`config.mk`:
```
export PLATFORM = sky130hd
export DESIGN_NAME = astrc_core
export DESIGN_NICKNAME = d
export VERILOG_FILES = /design/src/astrc_pkg.sv /design/src/astrc_sync3.sv /design/src/astrc_core.sv
export SDC_FILE = /design/constraint.sdc
export NUM_CORES = 1
export LEC_CHECK = 0
export ABC_AREA = 1
export BUFFER_PORTS_ARGS = -buffer_cell sky130_fd_sc_hd__buf_4
export CAP_MARGIN = 40
export CORE_MARGIN = 2
export CORE_UTILIZATION = 55
export DETAILED_ROUTE_END_ITERATION = 10
export PLACE_DENSITY = 0.77
export SLEW_MARGIN = 20
export SYNTH_ARGS = -nofsm -noshare
export SYNTH_HDL_FRONTEND = slang
export SYNTH_SLANG_ARGS = --single-unit
```
`constraint.sdc`:
```
create_clock -name clk -period 4.36 [get_ports clk]
set_input_delay 0.872 -clock clk [delete_from_list [all_inputs] [get_ports clk]]
set_output_delay 0.872 -clock clk [all_outputs]
set_load 0.005 [all_outputs]
```
`src/astrc_pkg.sv`:
```
// astrc_pkg: register map, control layout and encodings of the serial unit.
// assumes an AHB-Lite slave with one aligned 32-bit word per register.
package astrc_pkg;

    localparam logic [7:0]  ADDR_CTRL   = 8'h00;
    localparam logic [7:0]  ADDR_BAUD   = 8'h04;
    localparam logic [7:0]  ADDR_TXDATA = 8'h08;
    localparam logic [7:0]  ADDR_RXDATA = 8'h0C;
    localparam logic [7:0]  ADDR_STATUS = 8'h10;

    localparam int          CTRL_W      = 11;
    localparam logic [10:0] CTRL_RST    = 11'h000;
    localparam logic [15:0] BAUD_RST    = 16'h0040;
    localparam logic [8:0]  DATA_RST    = 9'h1FF;
    localparam logic [8:0]  BYTE_MASK   = 9'h0FF;

    localparam int ST_TSF = 7;
    localparam int ST_PE  = 2;
    localparam int ST_FE  = 1;
    localparam int ST_OVE = 0;

    localparam logic [1:0] PAR_NONE = 2'h0;
    localparam logic [1:0] PAR_ZERO = 2'h1;
    localparam logic [1:0] PAR_ODD  = 2'h2;
    localparam logic [1:0] PAR_EVEN = 2'h3;

    localparam logic [3:0] LEN_7 = 4'h7;
    localparam logic [3:0] LEN_8 = 4'h8;
    localparam logic [3:0] LEN_9 = 4'h9;

    // first field is the top bit: power sits at bit 0
    typedef struct packed {
        logic       rx_inv;
        logic       tx_inv;
        logic       stop2;
        logic [1:0] parity;
        logic       nine;
        logic       len8;
        logic       msb_first;
        logic       rxe;
        logic       txe;
        logic       pwr;
    } astrc_ctrl_t;

    typedef enum logic [2:0] {
        TX_IDLE, TX_START, TX_DATA, TX_PAR, TX_STOP
    } astrc_tx_state_t;

    typedef enum logic [2:0] {
        RX_IDLE, RX_START, RX_DATA, RX_PAR, RX_STOP
    } astrc_rx_state_t;

endpackage : astrc_pkg

```
`src/astrc_sync3.sv`:
```
// astrc_sync3: three-stage input synchroniser with agreement filter.
// assumes the input is asynchronous to clk; output follows once stages agree.
`timescale 1ns/1ps
`default_nettype none
module astrc_sync3 #(
    parameter logic IDLE_VAL = 1'b1
) (
    input  wire logic clk,
    input  wire logic rst,
    input  wire logic din,
    output var  logic dout
);
    logic s1_r;
    logic s2_r;
    logic s3_r;

    always_ff @(posedge clk) begin
        if (rst) begin
            s1_r <= IDLE_VAL;
            s2_r <= IDLE_VAL;
            s3_r <= IDLE_VAL;
        end else begin
            s1_r <= din;
            s2_r <= s1_r;
            s3_r <= s2_r;
        end
    end

    always_ff @(posedge clk) begin
        if (rst) begin
            dout <= IDLE_VAL;
        end else if (s2_r == s3_r) begin
            dout <= s3_r;
        end
    end
endmodule : astrc_sync3
`default_nettype wire

```
`src/astrc_core.sv`:
```
// astrc_core: asynchronous serial transmitter/receiver with AHB-Lite regs.
// assumes a single 10 MHz clock, synchronous reset, zero-wait-state bus.
//
// Notes on behaviour
// - 7-bit chars: LSB-first uses bits 6..0, MSB-first uses bits 7..1.
// - transmit data register resets to all ones, 0xFF or 0x1FF.
// - data written while transmit disabled never starts a frame.
// - with power and transmit enable, a data write starts a framed character.
// - on load into shifter, pulse transmit interrupt, then shift out.
// - receive interrupt wins over transmit interrupt when both pending.
// - receive interrupt on data move or error, never while disabled.
// - frame: start, 7/8/9 bits, parity option, 1 or 2 stops.
// - separate bits invert the output line and the input line.
// - start accepted only if line still low half a bit after edge.
// - at stop bit, move shift data to receive register and interrupt.
// - overrun discards character; parity/framing errors still store it.
// - receiver checks only the first stop bit.
// - each error sets its status flag and raises receive interrupt.
// - no spurious receive interrupt at shutdown; rx_done is gated by receive enable.
// - overrun flag set when reception ends with previous data unread.
// - transfer status is one while shifter holds data, else zero.
`timescale 1ns/1ps
`default_nettype none
module astrc_core #(
    parameter int DIV_W = 16
) (
    input  wire logic        clk,
    input  wire logic        rst,
    input  wire logic        hsel,
    input  wire logic [31:0] haddr,
    input  wire logic [1:0]  htrans,
    input  wire logic        hwrite,
    input  wire logic [2:0]  hsize,
    input  wire logic [31:0] hwdata,
    input  wire logic        hready,
    output var  logic        hreadyout,
    output var  logic        hresp,
    output var  logic [31:0] hrdata,
    input  wire logic        serial_in_line,
    output var  logic        serial_out_line,
    output var  logic        transmit_enable_irq,
    output var  logic        receive_complete_irq
);
    if (DIV_W < 2 || DIV_W > 16) begin : g_div_check
        $error("DIV_W must be 2..16");
    end

    astrc_pkg::astrc_ctrl_t     ctrl_r;
    logic [DIV_W-1:0]           baud_r;
    logic [8:0]                 tx_hold_r;
    logic                       tx_pend_r;
    logic [8:0]                 tx_sh_r;
    logic [3:0]                 tx_idx_r;
    logic                       tx_par_r;
    logic [DIV_W-1:0]           tx_cnt_r;
    logic                       tsf_r;
    logic                       tx_irq_q_r;
    astrc_pkg::astrc_tx_state_t tx_state_r;
    logic [8:0]                 rx_data_r;
    logic                       rx_full_r;
    logic [8:0]                 rx_sh_r;
    logic [3:0]                 rx_idx_r;
    logic                       rx_par_r;
    logic                       rx_perr_r;
    logic [DIV_W-1:0]           rx_cnt_r;
    logic                       rx_prev_r;
    astrc_pkg::astrc_rx_state_t rx_state_r;
    logic                       pe_r;
    logic                       fe_r;
    logic                       ove_r;
    logic                       wr_r;
    logic [7:0]                 addr_r;
    logic                       rx_sync;

    logic             ap;
    logic             tx_en;
    logic             rx_en;
    logic             tx_wr;
    logic             tx_load;
    logic             tx_tick;
    logic             rx_tick;
    logic             rx_line;
    logic             rx_done;
    logic             rx_rd;
    logic             tx_bit;
    logic [3:0]       nbits;
    logic [DIV_W-1:0] period_m1;

    function automatic logic [3:0] char_len(astrc_pkg::astrc_ctrl_t c);
        if (c.nine) begin
            return astrc_pkg::LEN_9;
        end else if (c.len8) begin
            return astrc_pkg::LEN_8;
        end
        return astrc_pkg::LEN_7;
    endfunction : char_len

    // bit position of the i-th bit on the wire
    function automatic logic [3:0] src_idx(astrc_pkg::astrc_ctrl_t c,
                                           logic [3:0] i);
        logic [3:0] top;
        top = c.nine ? astrc_pkg::LEN_8 : astrc_pkg::LEN_7;
        return c.msb_first ? top - i : i;
    endfunction : src_idx

    function automatic logic [8:0] len_mask(logic [8:0] v, logic nine);
        return nine ? v : (v & astrc_pkg::BYTE_MASK);
    endfunction : len_mask

    localparam int ST_TSF = astrc_pkg::ST_TSF;
    localparam int ST_PE  = astrc_pkg::ST_PE;
    localparam int ST_FE  = astrc_pkg::ST_FE;
    localparam int ST_OVE = astrc_pkg::ST_OVE;

    assign tx_en     = ctrl_r.pwr & ctrl_r.txe;
    assign rx_en     = ctrl_r.pwr & ctrl_r.rxe;
    assign nbits     = char_len(ctrl_r);
    assign period_m1 = (baud_r == '0) ? DIV_W'(1) : baud_r;
    assign hreadyout = 1'b1;
    assign hresp     = 1'b0;

    // ---- bus slave ----
    assign ap    = hsel & htrans[1] & hready;
    assign tx_wr = wr_r & (addr_r == astrc_pkg::ADDR_TXDATA);
    assign rx_rd = ap & ~hwrite & (haddr[7:0] == astrc_pkg::ADDR_RXDATA);

    always_ff @(posedge clk) begin
        if (rst) begin
            wr_r   <= 1'b0;
            addr_r <= 8'h00;
        end else begin
            wr_r   <= ap & hwrite;
            addr_r <= haddr[7:0];
        end
    end

    always_ff @(posedge clk) begin
        if (rst) begin
            hrdata <= 32'h00000000;
        end else if (ap & ~hwrite) begin
            case (haddr[7:0])
                astrc_pkg::ADDR_CTRL:   hrdata <= 32'(ctrl_r);
                astrc_pkg::ADDR_BAUD:   hrdata <= 32'(baud_r);
                astrc_pkg::ADDR_TXDATA:
                    hrdata <= 32'(len_mask(tx_hold_r, ctrl_r.nine));
                astrc_pkg::ADDR_RXDATA:
                    hrdata <= 32'(len_mask(rx_data_r, ctrl_r.nine));
                astrc_pkg::ADDR_STATUS: begin
                    hrdata         <= 32'h00000000;
                    hrdata[ST_TSF] <= tsf_r;
                    hrdata[ST_PE]  <= pe_r;
                    hrdata[ST_FE]  <= fe_r;
                    hrdata[ST_OVE] <= ove_r;
                end
                default: hrdata <= 32'h00000000;
            endcase
        end
    end

    always_ff @(posedge clk) begin
        if (rst) begin
            ctrl_r <= astrc_pkg::CTRL_RST;
            baud_r <= DIV_W'(astrc_pkg::BAUD_RST);
        end else if (wr_r && addr_r == astrc_pkg::ADDR_CTRL) begin
            ctrl_r <= hwdata[astrc_pkg::CTRL_W-1:0];
        end else if (wr_r && addr_r == astrc_pkg::ADDR_BAUD) begin
            baud_r <= hwdata[DIV_W-1:0];
        end
    end

    // ---- transmit holding register ----
    assign tx_load = tx_en & tx_pend_r & (tx_state_r == astrc_pkg::TX_IDLE);

    always_ff @(posedge clk) begin
        if (rst) begin
            tx_hold_r <= astrc_pkg::DATA_RST;
        end else if (tx_wr) begin
            tx_hold_r <= hwdata[8:0];
        end
    end

    always_ff @(posedge clk) begin
        if (rst || !tx_en) begin
            tx_pend_r <= 1'b0;
        end else if (tx_wr) begin
            tx_pend_r <= 1'b1;
        end else if (tx_load) begin
            tx_pend_r <= 1'b0;
        end
    end

    // ---- transmitter ----
    assign tx_tick = (tx_cnt_r == '0);

    always_comb begin
        case (tx_state_r)
            astrc_pkg::TX_START: tx_bit = 1'b0;
            astrc_pkg::TX_DATA:  tx_bit = tx_sh_r[src_idx(ctrl_r, tx_idx_r)];
            astrc_pkg::TX_PAR:
                tx_bit = (ctrl_r.parity == astrc_pkg::PAR_EVEN) ? tx_par_r
                       : (ctrl_r.parity == astrc_pkg::PAR_ODD) ? ~tx_par_r
                       : 1'b0;
            default:             tx_bit = 1'b1;
        endcase
    end

    always_ff @(posedge clk) begin
        if (rst) begin
            serial_out_line <= 1'b1;
        end else begin
            serial_out_line <= tx_bit ^ ctrl_r.tx_inv;
        end
    end

    always_ff @(posedge clk) begin
        if (rst || !tx_en) begin
            tx_state_r <= astrc_pkg::TX_IDLE;
            tx_sh_r    <= astrc_pkg::DATA_RST;
            tx_idx_r   <= 4'h0;
            tx_par_r   <= 1'b0;
            tx_cnt_r   <= '0;
            tsf_r      <= 1'b0;
        end else begin
            tx_cnt_r <= tx_tick ? period_m1 : tx_cnt_r - DIV_W'(1);
            case (tx_state_r)
                astrc_pkg::TX_IDLE: begin
                    if (tx_load) begin
                        tx_sh_r    <= tx_hold_r;
                        tx_idx_r   <= 4'h0;
                        tx_par_r   <= 1'b0;
                        tx_cnt_r   <= period_m1;
                        tsf_r      <= 1'b1;
                        tx_state_r <= astrc_pkg::TX_START;
                    end
                end
                astrc_pkg::TX_START: begin
                    if (tx_tick) tx_state_r <= astrc_pkg::TX_DATA;
                end
                astrc_pkg::TX_DATA: begin
                    if (tx_tick) begin
                        tx_par_r <= tx_par_r ^ tx_bit;
                        tx_idx_r <= tx_idx_r + 4'h1;
                        if (tx_idx_r == nbits - 4'h1) begin
                            tx_idx_r   <= 4'h0;
                            tx_state_r <= (ctrl_r.parity == astrc_pkg::PAR_NONE)
                                        ? astrc_pkg::TX_STOP
                                        : astrc_pkg::TX_PAR;
                        end
                    end
                end
                astrc_pkg::TX_PAR: begin
                    if (tx_tick) tx_state_r <= astrc_pkg::TX_STOP;
                end
                astrc_pkg::TX_STOP: begin
                    if (tx_tick) begin
                        if (ctrl_r.stop2 && tx_idx_r == 4'h0) begin
                            tx_idx_r <= 4'h1;
                        end else begin
                            tx_state_r <= astrc_pkg::TX_IDLE;
                            tsf_r      <= tx_pend_r;
                        end
                    end
                end
                default: tx_state_r <= astrc_pkg::TX_IDLE;
            endcase
        end
    end

    // ---- interrupt pulses ----
    always_ff @(posedge clk) begin
        if (rst) begin
            receive_complete_irq <= 1'b0;
            transmit_enable_irq  <= 1'b0;
            tx_irq_q_r           <= 1'b0;
        end else begin
            receive_complete_irq <= rx_done;
            // a transmit event waits while a receive pulse goes out
            if (rx_done) begin
                transmit_enable_irq <= 1'b0;
                tx_irq_q_r          <= tx_irq_q_r | tx_load;
            end else begin
                transmit_enable_irq <= tx_irq_q_r | tx_load;
                tx_irq_q_r          <= 1'b0;
            end
        end
    end

    // ---- receiver ----
    astrc_sync3 #(.IDLE_VAL(1'b1)) u_rx_sync (
        .clk  (clk),
        .rst  (rst),
        .din  (serial_in_line),
        .dout (rx_sync)
    );

    assign rx_line = rx_sync ^ ctrl_r.rx_inv;
    assign rx_tick = (rx_cnt_r == '0);
    assign rx_done = rx_en & rx_tick
                   & (rx_state_r == astrc_pkg::RX_STOP);

    always_ff @(posedge clk) begin
        if (rst || !rx_en) begin
            rx_state_r <= astrc_pkg::RX_IDLE;
            rx_sh_r    <= 9'h000;
            rx_idx_r   <= 4'h0;
            rx_par_r   <= 1'b0;
            rx_perr_r  <= 1'b0;
            rx_cnt_r   <= '0;
            rx_prev_r  <= 1'b1;
        end else begin
            rx_prev_r <= rx_line;
            rx_cnt_r  <= rx_tick ? period_m1 : rx_cnt_r - DIV_W'(1);
            case (rx_state_r)
                astrc_pkg::RX_IDLE: begin
                    if (rx_prev_r && !rx_line) begin
                        rx_cnt_r   <= period_m1 >> 1;
                        rx_sh_r    <= 9'h000;
                        rx_idx_r   <= 4'h0;
                        rx_par_r   <= 1'b0;
                        rx_perr_r  <= 1'b0;
                        rx_state_r <= astrc_pkg::RX_START;
                    end
                end
                astrc_pkg::RX_START: begin
                    if (rx_tick) begin
                        rx_state_r <= rx_line ? astrc_pkg::RX_IDLE
                                              : astrc_pkg::RX_DATA;
                    end
                end
                astrc_pkg::RX_DATA: begin
                    if (rx_tick) begin
                        rx_sh_r[src_idx(ctrl_r, rx_idx_r)] <= rx_line;
                        rx_par_r <= rx_par_r ^ rx_line;
                        rx_idx_r <= rx_idx_r + 4'h1;
                        if (rx_idx_r == nbits - 4'h1) begin
                            rx_state_r <= (ctrl_r.parity == astrc_pkg::PAR_NONE)
                                        ? astrc_pkg::RX_STOP
                                        : astrc_pkg::RX_PAR;
                        end
                    end
                end
                astrc_pkg::RX_PAR: begin
                    if (rx_tick) begin
                        rx_perr_r <=
                            ((ctrl_r.parity == astrc_pkg::PAR_EVEN) &
                             (rx_par_r ^ rx_line)) |
                            ((ctrl_r.parity == astrc_pkg::PAR_ODD) &
                             ~(rx_par_r ^ rx_line));
                        rx_state_r <= astrc_pkg::RX_STOP;
                    end
                end
                astrc_pkg::RX_STOP: begin
                    if (rx_tick) rx_state_r <= astrc_pkg::RX_IDLE;
                end
                default: rx_state_r <= astrc_pkg::RX_IDLE;
            endcase
        end
    end

    // ---- receive data and error flags ----
    always_ff @(posedge clk) begin
        if (rst || !ctrl_r.pwr) begin
            rx_data_r <= astrc_pkg::DATA_RST;
            rx_full_r <= 1'b0;
        end else if (rx_done && (!rx_full_r || rx_rd)) begin
            rx_data_r <= rx_sh_r;
            rx_full_r <= 1'b1;
        end else if (rx_rd) begin
            rx_full_r <= 1'b0;
        end
    end

    // a flag set by a completing frame wins over a zero written to it
    always_ff @(posedge clk) begin
        if (rst || !rx_en) begin
            pe_r  <= 1'b0;
            fe_r  <= 1'b0;
            ove_r <= 1'b0;
        end else begin
            if (wr_r && addr_r == astrc_pkg::ADDR_STATUS) begin
                pe_r  <= pe_r & hwdata[ST_PE];
                fe_r  <= fe_r & hwdata[ST_FE];
                ove_r <= ove_r & hwdata[ST_OVE];
            end
            if (rx_done) begin
                if (rx_perr_r) pe_r <= 1'b1;
                if (!rx_line) fe_r <= 1'b1;
                if (rx_full_r && !rx_rd) ove_r <= 1'b1;
            end
        end
    end

    // ---- checks ----
    property p_tx_no_start;
        @(posedge clk) disable iff (rst)
        (tx_wr && !tx_en) |=> !tx_pend_r;
    endproperty
    a_tx_no_start: assert property (p_tx_no_start)
        else $error("write while disabled armed transmitter");

    property p_tx_start;
        @(posedge clk) disable iff (rst)
        (tx_wr && tx_en && !tx_pend_r && tx_state_r == astrc_pkg::TX_IDLE)
        |-> ##2 (tx_state_r == astrc_pkg::TX_START && tsf_r);
    endproperty
    a_tx_start: assert property (p_tx_start)
        else $error("enabled write did not start a frame");

    property p_tx_irq;
        @(posedge clk) disable iff (rst)
        tx_load |-> ##[1:2] transmit_enable_irq;
    endproperty
    a_tx_irq: assert property (p_tx_irq)
        else $error("no transmit pulse after load");

    property p_irq_prio;
        @(posedge clk) disable iff (rst)
        !(transmit_enable_irq && receive_complete_irq);
    endproperty
    a_irq_prio: assert property (p_irq_prio)
        else $error("both interrupt pulses in one cycle");

    property p_rx_gate;
        @(posedge clk) disable iff (rst)
        receive_complete_irq |-> $past(rx_en);
    endproperty
    a_rx_gate: assert property (p_rx_gate)
        else $error("receive pulse while reception disabled");

    property p_start_reject;
        @(posedge clk) disable iff (rst || !rx_en)
        (rx_state_r == astrc_pkg::RX_START && rx_tick && rx_line)
        |=> rx_state_r == astrc_pkg::RX_IDLE;
    endproperty
    a_start_reject: assert property (p_start_reject)
        else $error("glitch accepted as start bit");

    property p_rx_move;
        @(posedge clk) disable iff (rst || !ctrl_r.pwr)
        (rx_done && !rx_full_r)
        |=> (rx_data_r == $past(rx_sh_r)) && receive_complete_irq;
    endproperty
    a_rx_move: assert property (p_rx_move)
        else $error("stop bit did not move data and interrupt");

    property p_overrun;
        @(posedge clk) disable iff (rst || !rx_en)
        (rx_done && rx_full_r && !rx_rd)
        |=> ove_r && $stable(rx_data_r) && receive_complete_irq;
    endproperty
    a_overrun: assert property (p_overrun)
        else $error("overrun did not discard and flag");

    property p_tsf_clear;
        @(posedge clk) disable iff (rst)
        !tx_en |=> !tsf_r;
    endproperty
    a_tsf_clear: assert property (p_tsf_clear)
        else $error("transfer status set while transmit disabled");

    property p_tx_reset;
        @(posedge clk) rst |=> tx_hold_r == astrc_pkg::DATA_RST;
    endproperty
    a_tx_reset: assert property (p_tx_reset)
        else $error("transmit data not all ones after reset");

    c_frame_sent: cover property (@(posedge clk) disable iff (rst)
        tx_state_r == astrc_pkg::TX_STOP ##1 tx_state_r == astrc_pkg::TX_START);
    c_rx_done: cover property (@(posedge clk) disable iff (rst)
        rx_done && !rx_full_r);
    c_overrun: cover property (@(posedge clk) disable iff (rst)
        rx_done && rx_full_r);
endmodule : astrc_core
`default_nettype wire

```
==> results by stage <==
Worst setup path:
- The endpoint of the most critical setup path is rx_sh_r[8].
- The kind of critical path is flop to flop.
- The cell with the biggest individual delay on the critical path is dfxtp_1.
- The number of cells on the worst reg-to-reg path is 13.
- The worst setup path is captured at a flop.
- The largest incremental delay on the critical path is 0.46 ns.
- In this run the worst setup path begins at ctrl_r[5].
- For the worst setup path, the data required time is 4.69 ns.
- The start of the worst register-to-register path is ctrl_r[5].
- The setup check on the worst reg-to-reg path leaves a slack of 1.70 ns.
- For the worst setup path, the data arrival time is 2.99 ns.
- The peak fanout along the critical path is 8.
- The critical path goes through buf_4 -> inv_1 -> ha_1 -> xor2_1 -> nand2_1 -> o21ai_1 -> inv_2 -> nor3_2 -> nand2_1 -> nand2_1 -> nand2_1 -> nor2_1 -> nor2_1.
- The most numerous cell on the critical path is nand2_1.
- The endpoint identified for the worst register-to-register timing path is rx_sh_r[8].
- The sort of element at the start of the critical path is a flop.

Timing:
- On the final layout, the worst hold slack is 0.421 ns.
- For the pin with the worst max-slew slack, the measured transition is 0.617 ns.
- The sum of negative setup slack is 0 ns.
- Setup violations remaining at the end of the flow were counted as 0.
- Based on the critical path, the design can be clocked at up to 376 MHz.
- The number of hold violations in the final report is 0.
- Setup repair after global routing left no endpoint under its margin.
- The remaining max-slew budget at the tightest pin is 58.8%.
- The time the final worst path needs with I/O delays and setup is 2.66 ns.
- In the finished design, the share of the clock period the worst path needs comes to 61.0%.
- The number of pins exceeding their max-slew limit in the final report is 0.
- The final setup skew is 0.00601 ns.

Route:
- The first TritonRoute pass finished after 5 iterations.
- The remaining antenna violation count is 0.
- The total routed wire length on the met1 layer is 8880 um.
- The average vias per placed instance is 5.57.
- In the routed design, unresolved DRC markers number 0.
- The highest layer touched by signal routing is met4.
- The met3 routed wirelength is 1690 um.
- After detailed routing, the average wire length per cell comes to 15.5 um.
- The total wire length after detailed routing is 20700 um.
- Detailed routing placed a total of 9320 um of wire on met2.
- The detailed router finished its first iteration with 780 violations.
- The total via count after detailed routing is 7468.

Logic synthesis:
- In this run the cell area of the synthesized design comes to 0.00790 mm2.
- After synthesis, the cell types taking the most area are dfxtp_1, nand2_1, a21oi_1.
- The count of unique library cells instantiated by Yosys is 50.
- The per-instance average area after synthesis is 7.15 um2.
- Sequential cells were found to cover 38.5% of the synthesized design area.
- The share of flip-flops with an asynchronous set or reset after synthesis is 0%.
- The fraction of post-synthesis cell area in the top cell type by area is 38.5%.
- The dominant synthesized flop cell is dfxtp_1.
- The total number of yosys warnings is 0.
- The post-synthesis sequential element count is 152.
- The largest area contributor in the synthesized netlist is dfxtp_1.
- The number of enable flip-flop cells after synthesis is 0.
- The instance count of the mapped netlist is 1106.

Clock tree:
- In this run the clock root is driven by a clkbuf_16.
- The number of buffers between clock root and the deepest sink is 2.
- The number of buffers inserted during clock tree synthesis is 17.
- The number of sinks driven by the clock tree is 152.
- Once the clock tree was built, the resizer swapped 0 gates to a different size.
- The hold buffer count at CTS is 0.
- The clock tree synthesis step divided the H-tree into 4 levels.
- The later pin in the worst-skew pair is clocked with a latency of 0.44 ns.
- TritonCTS built the clock tree.
- Clock-pin slew was measured on the worst setup and hold paths at 0.06 ns.
- The buffer count from post-CTS setup fixing is 0.

Worst hold path:
- The class of the tightest hold or removal check is flop to flop.

Finish:
- The post-route netlist has 12.4% of its cells at a drive strength greater than 1.
- The area growth from synthesis to layout is 13.2%.
- After routing the design area is 0.00894 mm2.
- The number of diodes added for antenna fixing is 0.
- The number of filler cells placed in the layout is 1223.
- The net total in the final layout is 1237.

Global route:
- Entering global routing, the biggest net connects 34 pins.
- The initial antenna violation count was 0.
- The global router's overall resource usage is 28.0%.
- The number of global-route vias before repair is 6564.
- The first global-routing pass estimated 32700 um of wire.
- The overflow left after global routing is 0.

Placed design:
- Summing all placed instances gives a cell area of 0.00831 mm2.
- The placed wire-length estimate is 15100 um.
- The final weighted congestion in routability-driven placement is 0.987.
- The number of buffer cells added on primary ports is 49.

Flow run:
- Across the run, the number of max-cap violations was 0.

Floorplanning:
- The floorplan has 43 rows.
- The die area is 0.0153 mm2.
- The floorplan step set the die width to 124 um.
- The die is 124 um tall.
- After floorplanning, the core was sized to cover 0.0139 mm2.
- In this run the count of I/O pins placed on the die edge is 112.
- The starting density of the core is 56.7%.

Power and ir drop:
- Power spread over the standard cell area amounts to 342 mW/mm2.
- The leakage power is 4.05 nW.
- The worst voltage drop across the vdd grid is 0.320 mV.
- The design draws 0.00305 W.

Outcome:
- The flow ran to the end, and the final reports show no timing, DRC or antenna violations.
==> sequential cells by signal (all words and copies together) (netlist names), 8 cells and up <==
register	cells
tx_sh_r	9
tx_cnt_r	16
ctrl_r	11
rx_cnt_r	16
rx_sh_r	9
hrdata	16
baud_r	16
rx_data_r	9
tx_hold_r	9
addr_r	8
==> layer usage <==
layer,GRT usage [%],up-vias
li1,-,3705
met1,36.5,3402
met5,0,-
met2,43.5,302
met4,14.6,0
met3,6.23,59
==> critical path, delay by kind of cell (launching register included) <==
family	cells	cell delay [ns]
adder cells (fa/ha/maj)	1	0.43
XOR/XNOR	1	0.16
AND/OR/NAND/NOR	7	0.64
buffers and inverters	3	0.60
AO/OA/AOI/OAI	1	0.26
flip-flops	1	0.46
==> synthesized netlist by cell type (12+ instances only) <==
master / instances
a21oi_1: 103
buf_4: 19
clkbuf_1: 16
dfxtp_1: 152
ha_1: 12
inv_1: 137
nand2_1: 191
nand3_1: 71
nor2_1: 111
nor4_1: 15
o211ai_1: 12
o21ai_0: 95
xor2_1: 19
==> where the power goes <==
| part | leakage, nW | switching (W) | internal (W) |
|---|---|---|---|
| clock | 0.299 | 0.000594 | 0.000967 |
| sequential | 1.23 | 0.00000612 | 0.00140 |
| combinational | 2.53 | 0.0000547 | 0.0000347 |
==> placed cells by master (no fill, tap or decap), types with 17 or more instances in the layout <==
master / n
nand2_1: 191
dfxtp_1: 152
inv_1: 137
nor2_1: 111
a21oi_1: 103
o21ai_0: 95
nand3_1: 71
buf_4: 55
xor2_1: 19
conb_1: 18
clkbuf_16: 17
==> final cells by class <==
| class | count | area [um2] | share of cell area (%) |
|---|---|---|---|
| flip-flops and latches | 152 | 3040 | 34.0 |
| repair buffers | 57 | 439 | 4.91 |
| inverters | 150 | 571 | 6.38 |
| well taps | 180 | 225 | 2.52 |
| clock buffers | 19 | 443 | 4.95 |
| multi-input cells | 770 | 4050 | 45.2 |
| clock inverters | 12 | 176 | 1.97 |
==> cell families (layout without fill, tap and decap cells) <==
kind of cell	count (synthesis)	in the layout	share of synthesized area, %
simple gates	454	454	27.2
compound gates	258	258	17.9
buf+inv	200	238	11.1
flops	152	152	38.5
xor+xnor	26	26	2.88
fa+ha+maj	14	14	2.41
other cells	2	18	0.0950
==> worst min path at each step <==
stage | start | to | depth (start not counted)
6_report | u_rx_sync.s1_r | u_rx_sync.s2_r | 1
5_1_grt | u_rx_sync.s1_r | u_rx_sync.s2_r | 1
4_1_cts | u_rx_sync.s1_r | u_rx_sync.s2_r | 1
3_5_place_dp | u_rx_sync.s1_r | u_rx_sync.s2_r | 1
3_3_place_gp | u_rx_sync.s1_r | u_rx_sync.s2_r | 1
2_1_floorplan | u_rx_sync.s1_r | u_rx_sync.s2_r | 1
==> per-stage QoR <==
stage	utilization (%)	setup slack (ns)	cells
after global placement	59.5	1.36	1307
after floorplan	-	2.18	1122
final	64.2	1.70	1340
after CTS	64.1	1.73	1339
after global routing	64.2	1.47	1340
after detailed placement	59.7	1.35	1308
No activity file was read; power rests on OpenSTA's default activity.
